### src/common/abx_pkg.sv
/*
 * Package for the add / AND / bit-operation execute block: opcode fields,
 * reset values and the carriers between fetch, file space and execute.
 * Assumes a 14-bit instruction word and an 8-bit data path.
 */
package abx_pkg;
	localparam int DATA_W = 8;
	localparam int INSTR_W = 14;
	localparam int FADDR_W = 7;

	// Opcode field positions
	localparam int OP_HI = 13;
	localparam int OP_LO = 8;
	localparam int DEST_BIT = 7;
	localparam int BITSEL_HI = 9;
	localparam int BITSEL_LO = 7;
	localparam int FADDR_HI = 6;
	localparam int LIT_HI = 7;

	// Opcode patterns
	localparam logic [4:0] OPC_LIT_ADD = 5'h1F;   // 11 111X
	localparam logic [5:0] OPC_FILE_ADD = 6'h07;  // 00 0111
	localparam logic [5:0] OPC_LIT_AND = 6'h39;   // 11 1001
	localparam logic [5:0] OPC_FILE_AND = 6'h05;  // 00 0101
	localparam logic [3:0] OPC_BIT_CLR = 4'h4;    // 01 00bb
	localparam logic [3:0] OPC_BIT_SET = 4'h5;    // 01 01bb
	localparam logic [3:0] OPC_SKIP_LOW = 4'h6;   // 01 10bb
	localparam logic [3:0] OPC_SKIP_HIGH = 4'h7;  // 01 11bb

	// Reset values
	localparam logic [7:0] W_RESET = 8'h00;
	localparam logic [2:0] FLAGS_RESET = 3'h0;

	typedef struct packed {
		logic valid;
		logic [INSTR_W-1:0] word;
	} abx_instr_t;

	typedef struct packed {
		logic carry;
		logic halfCarry;
		logic zero;
	} abx_flags_t;

	typedef struct packed {
		logic we;
		logic [FADDR_W-1:0] addr;
		logic [DATA_W-1:0] data;
	} abx_fwrite_t;

	typedef enum logic [0:0] {
		ST_RUN = 1'b0,
		ST_SKIP = 1'b1
	} abx_state_t;
endpackage : abx_pkg

### src/logic/abx_execute.sv
/*
 * Execute stage for literal/file add, literal/file AND, bit clear/set
 * and bit test with skip. One instruction word per clock.
 * Assumes the file space answers a read of fileAddr combinationally on
 * fileRdData in the same cycle, and applies fileWr at the next edge.
 */
`timescale 1ns/1ps
module abx_execute (
	input wire logic clk,
	input wire logic rst,
	input wire abx_pkg::abx_instr_t instr,
	input wire logic [abx_pkg::DATA_W-1:0] fileRdData,
	output logic [abx_pkg::FADDR_W-1:0] fileAddr,
	output abx_pkg::abx_fwrite_t fileWr,
	output logic [abx_pkg::DATA_W-1:0] wOut,
	output abx_pkg::abx_flags_t flags,
	output logic skipActive
);
	import abx_pkg::*;

	// Architectural state
	logic [DATA_W-1:0] w_reg;
	logic [DATA_W-1:0] w_next;
	abx_flags_t flags_reg;
	abx_flags_t flags_next;
	abx_fwrite_t fwr_reg;
	abx_fwrite_t fwr_next;
	abx_state_t state_reg;
	abx_state_t state_next;

	// Instruction fields
	wire [5:0] opc;
	wire [4:0] opcTop5;
	wire [3:0] opcTop4;
	wire [DATA_W-1:0] lit;
	wire destFile;
	wire [2:0] bitSel;
	wire [FADDR_W-1:0] faddr;
	wire [DATA_W-1:0] bitMask;

	assign opc = instr.word[OP_HI:OP_LO];
	assign opcTop5 = opc[5:1];
	assign opcTop4 = opc[5:2];
	assign lit = instr.word[LIT_HI:0];
	assign destFile = instr.word[DEST_BIT];
	assign bitSel = instr.word[BITSEL_HI:BITSEL_LO];
	assign faddr = instr.word[FADDR_HI:0];
	assign bitMask = 8'h01 << bitSel;

	// A discarded word executes as a NOP
	wire live;
	assign live = instr.valid && (state_reg == ST_RUN);

	// Opcode decode
	wire isLitAdd;
	wire isFileAdd;
	wire isLitAnd;
	wire isFileAnd;
	wire isBitClr;
	wire isBitSet;
	wire isSkipLow;
	wire isSkipHigh;

	assign isLitAdd = live && (opcTop5 == OPC_LIT_ADD);
	assign isFileAdd = live && (opc == OPC_FILE_ADD);
	assign isLitAnd = live && (opc == OPC_LIT_AND);
	assign isFileAnd = live && (opc == OPC_FILE_AND);
	assign isBitClr = live && (opcTop4 == OPC_BIT_CLR);
	assign isBitSet = live && (opcTop4 == OPC_BIT_SET);
	assign isSkipLow = live && (opcTop4 == OPC_SKIP_LOW);
	assign isSkipHigh = live && (opcTop4 == OPC_SKIP_HIGH);

	// Instruction classes
	wire isAdd;
	wire isAnd;
	wire isLitOp;
	wire isFileAlu;
	wire isBitOp;

	assign isAdd = isLitAdd || isFileAdd;
	assign isAnd = isLitAnd || isFileAnd;
	assign isLitOp = isLitAdd || isLitAnd;
	assign isFileAlu = isFileAdd || isFileAnd;
	assign isBitOp = isBitClr || isBitSet;

	// Second operand: literal or file register
	wire [DATA_W-1:0] operand;
	assign operand = isLitOp ? lit : fileRdData;

	// Adder with carry out of bit 3 and bit 7
	wire [4:0] lowSum;
	wire [DATA_W:0] fullSum;
	wire [DATA_W-1:0] sumRes;
	wire [DATA_W-1:0] andRes;
	wire [DATA_W-1:0] aluRes;

	assign lowSum = {1'b0, w_reg[3:0]} + {1'b0, operand[3:0]};
	assign fullSum = {1'b0, w_reg} + {1'b0, operand};
	assign sumRes = fullSum[DATA_W-1:0];
	assign andRes = w_reg & operand;
	assign aluRes = isAdd ? sumRes : andRes;

	// Bit operations on the addressed file register
	wire [DATA_W-1:0] clrRes;
	wire [DATA_W-1:0] setRes;
	wire [DATA_W-1:0] bitRes;
	wire bitVal;

	assign clrRes = fileRdData & ~bitMask;
	assign setRes = fileRdData | bitMask;
	assign bitRes = isBitSet ? setRes : clrRes;
	assign bitVal = |(fileRdData & bitMask);

	// Skip decision
	wire takeSkip;
	assign takeSkip = (isSkipLow && !bitVal) || (isSkipHigh && bitVal);

	// Destination selection
	wire toW;
	wire toFile;

	assign toW = isLitOp || (isFileAlu && !destFile);
	assign toFile = isFileAlu && destFile;

	// Working register next value
	assign w_next = toW ? aluRes : w_reg;

	// Flags; AND and bit ops leave carry and half carry alone
	wire carryNext;
	wire halfNext;
	wire zeroNext;
	wire zeroNew;

	assign zeroNew = (aluRes == 8'h00);
	assign carryNext = isAdd ? fullSum[DATA_W] : flags_reg.carry;
	assign halfNext = isAdd ? lowSum[4] : flags_reg.halfCarry;
	assign zeroNext = (isAdd || isAnd) ? zeroNew : flags_reg.zero;
	assign flags_next = '{carry: carryNext, halfCarry: halfNext, zero: zeroNext};

	// File write, applied by the file space one edge later
	wire fileWe;
	wire [DATA_W-1:0] fileData;

	assign fileWe = toFile || isBitOp;
	assign fileData = toFile ? aluRes : bitRes;
	assign fwr_next = '{we: fileWe, addr: faddr, data: fileData};

	// Skip state: wait for the next valid word and drop it
	always_comb begin
		unique case (state_reg)
			ST_RUN: state_next = takeSkip ? ST_SKIP : ST_RUN;
			ST_SKIP: state_next = instr.valid ? ST_RUN : ST_SKIP;
		endcase
	end

	always_ff @(posedge clk or posedge rst) begin
		if (rst) begin
			w_reg <= W_RESET;
		end else begin
			w_reg <= w_next;
		end
	end

	always_ff @(posedge clk or posedge rst) begin
		if (rst) begin
			flags_reg <= FLAGS_RESET;
		end else begin
			flags_reg <= flags_next;
		end
	end

	always_ff @(posedge clk or posedge rst) begin
		if (rst) begin
			fwr_reg <= '0;
		end else begin
			fwr_reg <= fwr_next;
		end
	end

	always_ff @(posedge clk or posedge rst) begin
		if (rst) begin
			state_reg <= ST_RUN;
		end else begin
			state_reg <= state_next;
		end
	end

	// Only output not from a flop: file read must happen this cycle
	assign fileAddr = faddr;
	assign fileWr = fwr_reg;
	assign wOut = w_reg;
	assign flags = flags_reg;
	assign skipActive = (state_reg == ST_SKIP);
endmodule : abx_execute

### config.mk
export PLATFORM = sky130hd
export DESIGN_NAME = abx_execute
export DESIGN_NICKNAME = d
export VERILOG_FILES = /design/src/common/abx_pkg.sv /design/src/logic/abx_execute.sv
export SDC_FILE = /design/constraint.sdc
export NUM_CORES = 1
export LEC_CHECK = 0
export ABC_AREA = 1
export BUFFER_PORTS_ARGS = -buffer_cell sky130_fd_sc_hd__buf_2
export CORE_AREA = 2 2 65 67
export CTS_BUF_LIST = sky130_fd_sc_hd__clkbuf_2
export DETAILED_ROUTE_END_ITERATION = 8
export DIE_AREA = 0 0 67 69
export PLACE_DENSITY = 0.8
export SYNTH_ARGS = -nofsm -noshare
export SYNTH_HDL_FRONTEND = slang
export SYNTH_SLANG_ARGS = --single-unit
### constraint.sdc
create_clock -name clk -period 3.6 [get_ports clk]
set_clock_uncertainty 0.1 [all_clocks]
set_input_delay 0.72 -clock clk [delete_from_list [all_inputs] [get_ports clk]]
set_output_delay 0.72 -clock clk [all_outputs]
set_load 0.02 [all_outputs]
---- Word-level counts from Yosys, hierarchy flattened ----
Index checks and enable logic that the tools add are counted.
word-level totals
  flip-flop bits (word level) ............. 28
  bits in latches ......................... 0
  memory bits (writable) .................. 0
  memory bits (read-only) ................. 0
  output and inout bits ................... 35
  word-level logic and storage cells ...... 58
  memories ................................ 0
operators by class
  $add $sub $neg .......................... 2
  $mul .................................... 0
  div/mod/pow operators ................... 0
  $lt $le $gt $ge ......................... 0
  equal/unequal tests ..................... 8
  shift operators ......................... 1
  muxes and demuxes ....................... 7
  bitwise gates (word level) .............. 6
  reductions and logical operators ........ 26
operators by type and width
  operator                                                               number
  8-bit two-way mux                                                      4
  8-bit AND                                                              3
  4-bit by 3-bit equality test with 1-bit output, second input constant  4
  1-bit logical AND                                                      13
  6-bit by 3-bit equality test with 1-bit output, second input constant  2
  8-bit by 8-bit adder with 9-bit output                                 1
  1-bit logical OR                                                       9
  8-bit logical NOT                                                      1
  8-bit inverter                                                         1
  8-bit bitwise OR                                                       1
  8-bit OR reduction                                                     1
  1-bit by 3-bit << shifter with 8-bit output, first input constant      1
  6-bit equality test, second input constant                             1
  4-bit by 4-bit adder with 5-bit output                                 1
  5-bit equality test, second input constant                             1
  1-bit logical NOT                                                      2
  1-bit two-way mux                                                      2
  1-bit case mux with 2 select lines                                     1
  1-bit inverter                                                         1

---- Logic depth before layout (Yosys ltp) ----
Gate-level depths: netlist of the first run.
  depth in word-level cells ............... 8
  depth in mapped cells ................... 20
  mapped depth without buffers ............ 20

---- Least setup slack after synthesis of the first run ----
No wires, ideal clock.
  kind .................................... in2reg
  from .................................... in instr[13] in the netlist's numbering
  to ...................................... reg flags_reg (netlist bit flags[0])
  setup time .............................. 0.117 ns
  data arrival time ....................... 2.629 ns
  required time ........................... 3.383 ns
  path slack .............................. 0.754 ns
  stages .................................. 18
  path buffers ............................ 1
  path through ............................ nand2_1 -> nor2_2 -> nand2_2 -> nand2_4 -> buf_2 -> o21ai_0 -> ha_1 -> fa_1 -> nand2_1 -> nand2_1 -> nand3_1 -> nand2_1 -> nand2_1 -> nand3_1 -> nand2_1 -> nor2_1 -> nand3_1 -> nand2_1
between the ends
  word-level cells in the longest chain between the ends .. 7
ends and longest elaborated chain
  element                                                                     RTL line                               text
  start, declared                                                             abx_execute.sv:11                      input wire abx_pkg::abx_instr_t instr,
  6-bit equality test / 5-bit equality test (equally long branches)           abx_execute.sv:66, abx_execute.sv:64
  1-bit logical AND, on equally long branches                                 abx_execute.sv:66, abx_execute.sv:64
  1-bit logical OR                                                            abx_execute.sv:82                      assign isLitOp = isLitAdd || isLitAnd;
  8-bit two-way mux                                                           abx_execute.sv:88                      assign operand = isLitOp ? lit : fileRdData;
  8-bit by 8-bit adder with 9-bit output / 8-bit AND (equally long branches)  abx_execute.sv:98, abx_execute.sv:100
  8-bit two-way mux                                                           abx_execute.sv:101                     assign aluRes = isAdd ? sumRes : andRes;
  8-bit logical NOT                                                           abx_execute.sv:134                     assign zeroNew = (aluRes == 8'h00);
  end signal, assigned                                                        abx_execute.sv:168                     flags_reg <= flags_next;
  end, declared                                                               abx_execute.sv:24                      abx_flags_t flags_reg;
Several ways; a longest one is shown, not always the timed one.
A chain may end at the register's enable or synchronous reset.

---- Worst setup path in the final report of the first run ----
  from .................................... reg state_reg (netlist: skipActive)
  to ...................................... reg flags_reg (netlist bit flags[0])
between the ends
  word-level cells in the longest chain between the ends .. 8
ends and longest elaborated chain
  element                                                                     RTL line                               text
  start, declared                                                             abx_execute.sv:28                      abx_state_t state_reg;
  start signal, assigned                                                      abx_execute.sv:184                     state_reg <= state_next;
  1-bit inverter (*)                                                          abx_execute.sv:52                      assign live = instr.valid && (state_reg == ST_RUN);
  1-bit logical AND (*)                                                       abx_execute.sv:52
  1-bit logical AND, on equally long branches                                 abx_execute.sv:64, abx_execute.sv:66
  1-bit logical OR                                                            abx_execute.sv:82
  8-bit two-way mux                                                           abx_execute.sv:88
  8-bit by 8-bit adder with 9-bit output / 8-bit AND (equally long branches)  abx_execute.sv:98, abx_execute.sv:100
  8-bit two-way mux                                                           abx_execute.sv:101
  8-bit logical NOT                                                           abx_execute.sv:134
Every way passes the cells marked *; elsewhere a longest branch is shown, timed or not.

==> qor.yml, run 1 <==
global_route:
  grt_pass1_wl_mm: 7.98
  grt_pass1_vias: 1800
  grt_start_max_net_pins: 29
  antenna_found_initial: 0
  grtUsageTotal: 0.220
  overflow: 0
synth:
  synth_area_leaders: "dfrtp_1 (36%), nand2_1 (16%), inv_1 (6.0%)"
  syn-num-nets: 311
  ys_seq_area_frac: 0.360
  syn_inst: 277
  synth-edff-count: 0
  yosys.area.top_type: "dfrtp_1"
  netlist.area_leader.share: 0.360
  ys_ff_latch: 28
  ys_warn_count: 0
  synthDistinctLibCells: 31
  avgSynthCellArea_um2: 7.03
  ys_async_sr_fraction: 1.00
  syn_area_um2: 1950
  ys.flop_type: "dfrtp_1"
setup_path:
  required_ps: 3840
  cp_common_cell: "nand2_1"
  worst_setup_path_end_kind: "flip-flop"
  cpMaxStageDelayCell: "dfrtp_1"
  r2r_slack_ps: 800
  path_cells: "inv_2, nand2_4, nor2_2, nand2_2, nand2_4, o21ai_0, ha_1, fa_1, nand2_1, nand2_1, nand3_1, nand2_1, nand2_1, nand3_1, nand2_1, nor2_1, nand3_1, nand2_1"
  worstReg2RegEnd: "flags[0]"
  critPathKind: "reg -> reg"
  r2r_start: "skipActive"
  crit_fanout: 18
  crit_buf_inv: 1
  critical_path_depth: 18
  startpoint_type: "flip-flop"
  ff2ff_path_depth: 18
  crit_family: "simple AND/OR/NAND/NOR gates"
  cp.arrival_ps: 3030
  max_stage_delay_ps: 460
min_path:
  worstHoldStart: "instr[4]"
  hp-class: "in -> reg"
  holdPathEnd: "fileWr[12]"
  hold-path-cell-count: 1
cells_and_area:
  fin_util: 0.582
  syn_to_final_growth_pct: 16.9
  layout.nets: 365
  largest_register_ffs: 16
  n_antenna_cell: 0
  num-fill-cells: 398
  final_common_cell: "nand2_1"
  layout_common_cells: "nand2_1 (82), buf_2 (59), inv_1 (31), nor2_1 (29), dfrtp_1 (28)"
  drive_gt1_frac: 0.248
floorplan:
  start_util: 0.497
  rows: 23
  dieArea_um2: 4620
  die_w_um: 67
  ios: 60
  chipHeight_um: 69
  core_um2: 3910
clock_network:
  ctsHoldBuffers: 0
  cts_tree: "built"
  ctsHtreeMaxLevel: 1
  post_cts_resized: 0
  cts.sinks: 28
  clk_pin_slew_worst_paths_ps: 290
  cts.path.max_buffers: 2
  clk_latency_ps: 390
  cts_made_buffers: 3
  postCtsSetupBuffers: 0
  root_buffer: "clkbuf_2"
sta:
  max_clock_freq_mhz: 357
  tightestPinTransition_ps: 1060
  rsz0062_at_grt: "no"
  layout_setup_ws_ps: 802
  min_period_over_period: 0.777
  setup_viol: 0
  maxSlewHeadroom: 0.293
  period_needed_ps: 2800
  final_max_slew_viol_count: 0
  finalHoldViolCount: 0
  fin_tns_setup_ps: 0
power_and_ir_drop:
  power_density_nw_per_um2: 358
  p_leak_nw: 1.28
  ir_drop_v: 0.000141
placed_design:
  place.gp.congestion: 0.898
  dp_slack_ps: 423
  io_buffers: 59
  dp_hpwl_mm: 3.93
drt:
  drtIter0Drc: 141
  dr.pass1.iters: 4
  routedWlPerCell_um: 12.8
  wl_met3_um: 308
  drt-met1-wl_mm: 2.14
  top_layer_used: "met4"
  wl_met2_mm: 2.30
  avgViaCountPerCell: 5.14
  ant_nets: 0
  drc: 0
  vias: 1952
  drt_wl_total_mm: 4.86
flow_run:
  cap_viol_max_count: 0
status:
  run_status: "finished, final reports clean"
## metal layers
layer	global-route usage	vias to the layer above
li1	-	991
met1	0.290	875
met4	0.0794	0
met5	0	-
met2	0.364	75
met3	0.0261	11
## synthesized netlist by cell type, types with 2 or more instances
cell     count
ha_1         8
nand2_2      2
inv_1       31
nand2_4      2
nand3_2      2
nand4_1      3
nand3_1     21
inv_2        7
dfrtp_1     28
buf_2        2
o22ai_1      4
nand2_1     82
nor2_1      29
buf_4        7
a31oi_1      3
a21oi_1     10
o21ai_1      4
o21ai_0     19
## power by group
| part | leakage, nW | switching (W) | total (W) | internal, W |
|---|---|---|---|---|
| registers | 0.349 | 0.0000150 | 0.000358 | 0.000343 |
| logic | 0.901 | 0.000168 | 0.000258 | 0.0000895 |
| clock network | 0.0266 | 0.000104 | 0.000199 | 0.0000954 |
## worst max path at each step
stage / from / endpoint / slack [ps]
after CTS: skipActive / flags[0] / 770
after floorplan: instr[13] / flags[0] / 750
after detailed placement: instr[11] / flags[0] / 420
after global placement: instr[13] / flags[0] / 510
final: skipActive / flags[0] / 800
after global routing: skipActive / flags[0] / 520
## metrics by stage
step                      instance area (um^2)  total power [W]  cells  hold WS (ps)
after floorplan                           1950         0.000543    277           487
after global placement                    2230         0.000613    376           385
after detailed placement                  2230         0.000622    376           373
after CTS                                 2280         0.000821    380           316
after global routing                      2280         0.000866    380           286
final                                     2280         0.000816    380           341
## cells by family (layout without fill, tap and decap cells)
family / Yosys count / after routing / share of synthesized area
flops: 28 / 28 / 0.360
compound gates: 44 / 44 / 0.125
simple gates: 146 / 146 / 0.334
xor+xnor: 1 / 1 / 0.00450
buf+inv: 49 / 102 / 0.114
fa+ha+maj: 9 / 9 / 0.0617
## final cells by class
type	count	area, um^2	area share
clock inverter	1	30.0	0.0132
multi-input combinational	200	1020	0.450
sequential	28	701	0.308
clock buffer	3	15.0	0.00660
tap	50	62.6	0.0275
inverter	39	149	0.0654
timing repair buffer	59	295	0.130
(Power assumes the default switching activity.)
==> run 2: changes to the inputs <==
==> constraint.sdc (replaced) <==
create_clock -name clk -period 2.9 [get_ports clk]
set_clock_uncertainty 0.1 [all_clocks]
set_input_delay 0.58 -clock clk [delete_from_list [all_inputs] [get_ports clk]]
set_output_delay 0.58 -clock clk [all_outputs]
set_load 0.02 [all_outputs]
==> qor.yml, run 2 (same netlist as run 1, synthesis figures left out) <==
floorplan:
  ios: 60  # unchanged
  die_w_um: 67  # unchanged
  core_um2: 3910  # unchanged
  start_util: 0.497  # unchanged
  chipHeight_um: 69  # unchanged
  rows: 23  # unchanged
  dieArea_um2: 4620  # unchanged
sta:
  finalHoldViolCount: 0  # unchanged
  final_max_slew_viol_count: 0  # unchanged
  rsz0062_at_grt: "no"  # unchanged
  tightestPinTransition_ps: 470  # was 1060 ps
  setup_viol: 0  # unchanged
  period_needed_ps: 2650  # was 2800 ps
  fin_tns_setup_ps: 0  # unchanged
  max_clock_freq_mhz: 378  # was 357 MHz
  holdWs_ps: 86.2  # was 341 ps
  min_period_over_period: 0.912  # was 0.777
  maxSlewHeadroom: 0.684  # was 0.293
global_route:
  grt_start_max_net_pins: 29  # unchanged
  grt_pass1_vias: 1809  # was 1,800
  grt.busiest_layer: "met2"  # unchanged
  grtUsageTotal: 0.222  # was 0.220
  overflow: 0  # unchanged
  grt_use_met3: 0.0212  # was 0.0261
  grt_pass1_wl_mm: 8.05  # was 7.98 mm
  antenna_found_initial: 0  # unchanged
  grtUsageMet2: 0.344  # was 0.364
  gr-usage-met1: 0.312  # was 0.290
setup_path:
  cp.arrival_ps: 2860  # was 3030 ps
  cp_common_cell: "nand2_1"  # unchanged
  path_cells: "inv_2, nand2_4, nor2_2, nand2_1, nand2_4, o21ai_0, ha_1, fa_2, nand2_1, nand2_1, nand3_1, nand2_1, nand2_1, nand3_1, nand2_1, nor2_1, nand3_1, nand2_1"  # was inv_2, nand2_4, nor2_2, nand2_2, nand2_4, o21ai_0, ha_1, fa_1, nand2_1, nand2_1, nand3_1, nand2_1, nand2_1, nand3_1, nand2_1, nor2_1, nand3_1, nand2_1
  crit_fanout: 11  # was 18
  required_ps: 3120  # was 3840 ps
  critPathKind: "reg -> reg"  # unchanged
  startpoint_type: "flip-flop"  # unchanged
  max_stage_delay_ps: 460  # about the same
  worst_setup_path_end_kind: "flip-flop"  # unchanged
  ff2ff_path_depth: 18  # unchanged
  cpMaxStageDelayCell: "dfrtp_1"  # unchanged
cells_and_area:
  n_antenna_cell: 0  # unchanged
  layout.nets: 369  # was 365
  layout_common_cells: "nand2_1 (82), buf_2 (59), inv_1 (31), nor2_1 (29), dfrtp_1 (28)"  # unchanged
  drive_gt1_frac: 0.260  # was 0.248
  final_common_cell: "nand2_1"  # unchanged
  largest_register_ffs: 16  # unchanged
  syn_to_final_growth_pct: 18.6  # was 16.9%
  fin_util: 0.590  # was 0.582
clock_network:
  post_cts_resized: 0  # unchanged
  postCtsSetupBuffers: 0  # unchanged
  cts.path.max_buffers: 2  # unchanged
  cts_made_buffers: 3  # unchanged
  clk_latency_ps: 380  # was 390 ps
  ctsHtreeMaxLevel: 1  # unchanged
  root_buffer: "clkbuf_2"  # unchanged
  ctsHoldBuffers: 0  # unchanged
  cts.sinks: 28  # unchanged
  cts_tree: "built"  # unchanged
  clk_pin_slew_worst_paths_ps: 290  # about the same
power_and_ir_drop:
  p_leak_nw: 1.29  # was 1.28 nW
  ir_drop_v: 0.000241  # was 0.000141 V
  power_density_nw_per_um2: 438  # was 358 nW/um^2
drt:
  drc: 0  # unchanged
  drtIter0Drc: 111  # was 141
  drt_wl_total_mm: 4.86  # about the same
  avgViaCountPerCell: 5.19  # was 5.14
  dr.pass1.iters: 4  # unchanged
  ant_nets: 0  # unchanged
  routedWlPerCell_um: 12.7  # was 12.8 um
  vias: 1992  # was 1,952
min_path:
  hp-class: "in -> async"  # was in -> reg
status:
  run_status: "finished, final reports clean"  # unchanged
flow_run:
  cap_viol_max_count: 0  # unchanged
placed_design:
  io_buffers: 59  # unchanged
  dp_hpwl_mm: 3.94  # was 3.93 mm
  place.gp.congestion: 0.883  # was 0.898
-- run 2: worst max-delay path, delay by kind of cell (launching register included) --
family,cells,cell delay [ps]
adder cells (fa/ha/maj),2,620
flip-flops,1,460
AND/OR/NAND/NOR,14,1240
buffers and inverters,1,80
AO/OA/AOI/OAI,1,90
-- run 2: power breakdown --
| part | internal, W | switching, W |
|---|---|---|
| logic | 0.000113 | 0.000209 |
| clock network | 0.000118 | 0.000128 |
| registers | 0.000426 | 0.0000176 |
-- run 2: cell type report --
class / instances / area [um^2]
sequential: 28 / 701
clock inverter: 1 / 30.0
inverter: 39 / 149
tap: 50 / 62.6
clock buffer: 3 / 15.0
multi-input combinational: 200 / 1030
timing repair buffer: 63 / 325
fill: 382 / 1610
-- run 2: layer usage --
metal | wire, um | up-vias
met1 | 2230 | 906
met5 | 0 | -
met2 | 2220 | 77
met4 | 127 | 0
met3 | 280 | 13
li1 | - | 996
-- run 2: path summary, 6_finish.rpt --
kind                             from    endpoint  slack (ps)
setup / recovery           skipActive    flags[0]         250
hold / removal                    rst   fileWr[5]          90
setup reg to reg           skipActive    flags[0]         250
hold reg to reg              flags[0]    flags[0]         430
max in group asynchronous         rst     wOut[1]        2360
min in group clk             instr[6]  fileWr[14]         200
-- run 2: stage by stage --
stage          area, um^2  instances  setup slack (ps)  total power [W]
2_1_floorplan        1950        277               194         0.000674
4_1_cts              2310        384               229          0.00102
3_3_place_gp         2260        380               119         0.000765
5_1_grt              2310        384              47.0          0.00107
3_5_place_dp         2260        380              20.9         0.000771
6_report             2310        384               254          0.00101
==> run 3: changes to the inputs <==
--- a/config.mk
+++ b/config.mk
@@ -12,6 +12,7 @@
 export DETAILED_ROUTE_END_ITERATION = 8
 export DIE_AREA = 0 0 67 69
 export PLACE_DENSITY = 0.8
+export SETUP_SLACK_MARGIN = 0.5
 export SYNTH_ARGS = -nofsm -noshare
 export SYNTH_HDL_FRONTEND = slang
 export SYNTH_SLANG_ARGS = --single-unit
==> qor.yml, run 3 (same netlist as run 1, synthesis figures left out) <==
setup_path:
  worst_setup_path_end_kind: "flip-flop"  # unchanged
  startpoint_type: "flip-flop"  # unchanged
  crit_fanout: 6  # was 11
  critPathKind: "reg -> reg"  # unchanged
  cp.arrival_ps: 2850  # was 2860 ps
  required_ps: 3150  # was 3120 ps
sta:
  min_period_over_period: 0.896  # was 0.912
  setup_viol: 0  # unchanged
  period_needed_ps: 2600  # was 2650 ps
  layout_setup_ws_ps: 301  # was 254 ps
  rsz0062_at_grt: "yes"  # was no
  fin_tns_setup_ps: 0  # unchanged
  tightestPinTransition_ps: 1060  # was 470 ps
  final_max_slew_viol_count: 0  # unchanged
  max_clock_freq_mhz: 385  # was 378 MHz
  finalHoldViolCount: 0  # unchanged
  holdWs_ps: 169  # was 86.2 ps
  maxSlewHeadroom: 0.293  # was 0.684
drt:
  drc: 0  # unchanged
  avgViaCountPerCell: 5.64  # was 5.19
  drt_wl_total_mm: 6.51  # was 4.86 mm
  ant_nets: 0  # unchanged
  routedWlPerCell_um: 16.1  # was 12.7 um
  dr.pass1.iters: 4  # unchanged
  vias: 2278  # was 1,992
  drtIter0Drc: 212  # was 111
global_route:
  grtUsageMet2: 0.415  # was 0.344
  grt_use_met3: 0.0179  # was 0.0212
  antenna_found_initial: 0  # unchanged
  gr-usage-met1: 0.331  # was 0.312
  grt_pass1_wl_mm: 9.00  # was 8.05 mm
  grt_start_max_net_pins: 29  # unchanged
  overflow: 0  # unchanged
  grtUsageTotal: 0.250  # was 0.222
  grt.busiest_layer: "met2"  # unchanged
  grt_pass1_vias: 1969  # was 1,809
clock_network:
  cts_made_buffers: 3  # unchanged
  clk_pin_slew_worst_paths_ps: 290  # about the same
  ctsHtreeMaxLevel: 1  # unchanged
  cts.sinks: 28  # unchanged
  root_buffer: "clkbuf_2"  # unchanged
  cts.path.max_buffers: 2  # unchanged
  cts_tree: "built"  # unchanged
  clk_latency_ps: 410  # was 380 ps
floorplan:
  start_util: 0.497  # unchanged
  die_w_um: 67  # unchanged
  chipHeight_um: 69  # unchanged
  rows: 23  # unchanged
  dieArea_um2: 4620  # unchanged
  ios: 60  # unchanged
  core_um2: 3910  # unchanged
placed_design:
  io_buffers: 59  # unchanged
  dp_slack_ps: 40.4  # was 20.9 ps
  place.gp.congestion: 0.961  # was 0.883
  dp_hpwl_mm: 3.97  # was 3.94 mm
  placed_cells: 378  # was 380
cells_and_area:
  final_common_cell: "nand2_1"  # unchanged
  n_antenna_cell: 0  # unchanged
  fin_util: 0.707  # was 0.590
  layout_common_cells: "nand2_1 (64), buf_2 (59), inv_1 (30), dfrtp_1 (27), nor2_1 (25)"  # was nand2_1 (82), buf_2 (59), inv_1 (31), nor2_1 (29), dfrtp_1 (28)
  drive_gt1_frac: 0.446  # was 0.260
  syn_to_final_growth_pct: 42.2  # was 18.6%
  layout.nets: 389  # was 369
  largest_register_ffs: 16  # unchanged
  final_cells: 404  # was 384
status:
  run_status: "finished, final reports clean"  # unchanged
power_and_ir_drop:
  p_leak_nw: 1.47  # was 1.29 nW
  ir_drop_v: 0.000173  # was 0.000241 V
  power_density_nw_per_um2: 409  # was 438 nW/um^2
min_path:
  hp-class: "in -> reg"  # was in -> async
flow_run:
  cap_viol_max_count: 0  # unchanged
[run 3: final cells by class]
class | count | area [um^2]
Sequential cell | 28 | 702
Inverter | 39 | 156
Fill cell | 310 | 1150
Timing Repair Buffer | 82 | 472
Multi-Input combinational cell | 201 | 1330
Tap cell | 50 | 62.6
Clock inverter | 1 | 30.0
Clock buffer | 3 | 15.0
[run 3: worst paths after layout]
check	start	slack (ps)	endpoint	cells past startpoint
worst max-delay path	skipActive	300	flags[0]	18
worst min-delay path	instr[1]	170	fileWr[9]	1
worst max register to register	skipActive	300	flags[0]	18
worst min register to register	flags[1]	440	flags[1]	2
max in group asynchronous	rst	1750	skipActive	2
min in group asynchronous	rst	260	fileWr[13]	2
[run 3: report_power, final]
| part | switching [W] | internal [W] |
|---|---|---|
| combinational | 0.000263 | 0.000164 |
| clock | 0.000135 | 0.000118 |
| sequential | 0.0000243 | 0.000426 |
| total | 0.000422 | 0.000709 |
[run 3: timing repair]
| action | in CTS | in global routing |
|---|---|---|
| hold buffers | 0 | 0 |
| endpoints found under the setup margin | 14 | 15 |
| buffers inserted | 13 | 8 |
| gates cloned | 1 | 0 |
| gates resized for setup | 19 | 50 |
| pin swaps | 15 | 28 |
[run 3: layer usage]
metal	part of all wire	wire (um)	up-vias
met3	0.068	441	26
met4	0.041	265	0
met5	0	0	-
met1	0.38	2500	1070
met2	0.51	3300	140
li1	-	-	1042
[run 3: metrics by stage]
stage	area (um^2)	total power, W
6_report	2770	0.00113
3_3_place_gp	2280	0.000771
3_5_place_dp	2280	0.000779
4_1_cts	2510	0.00104
5_1_grt	2770	0.00118
2_1_floorplan	1990	0.000678
[run 3: critical path, stage by stage (launching register included)]
cell and delay [ps]:
dfrtp_2 490, inv_4 80, nand2_8 50, nor2_4 160
nand2_4 110, nand2_8 120, o21ai_4 60, ha_4 170
fa_2 400, nand2_2 100, nand2_4 70, nand3_2 100
nand2_1 90, nand2_2 90, nand3_2 80, nand2_2 80
nor2_1 50, nand3_1 80, nand2_1 60
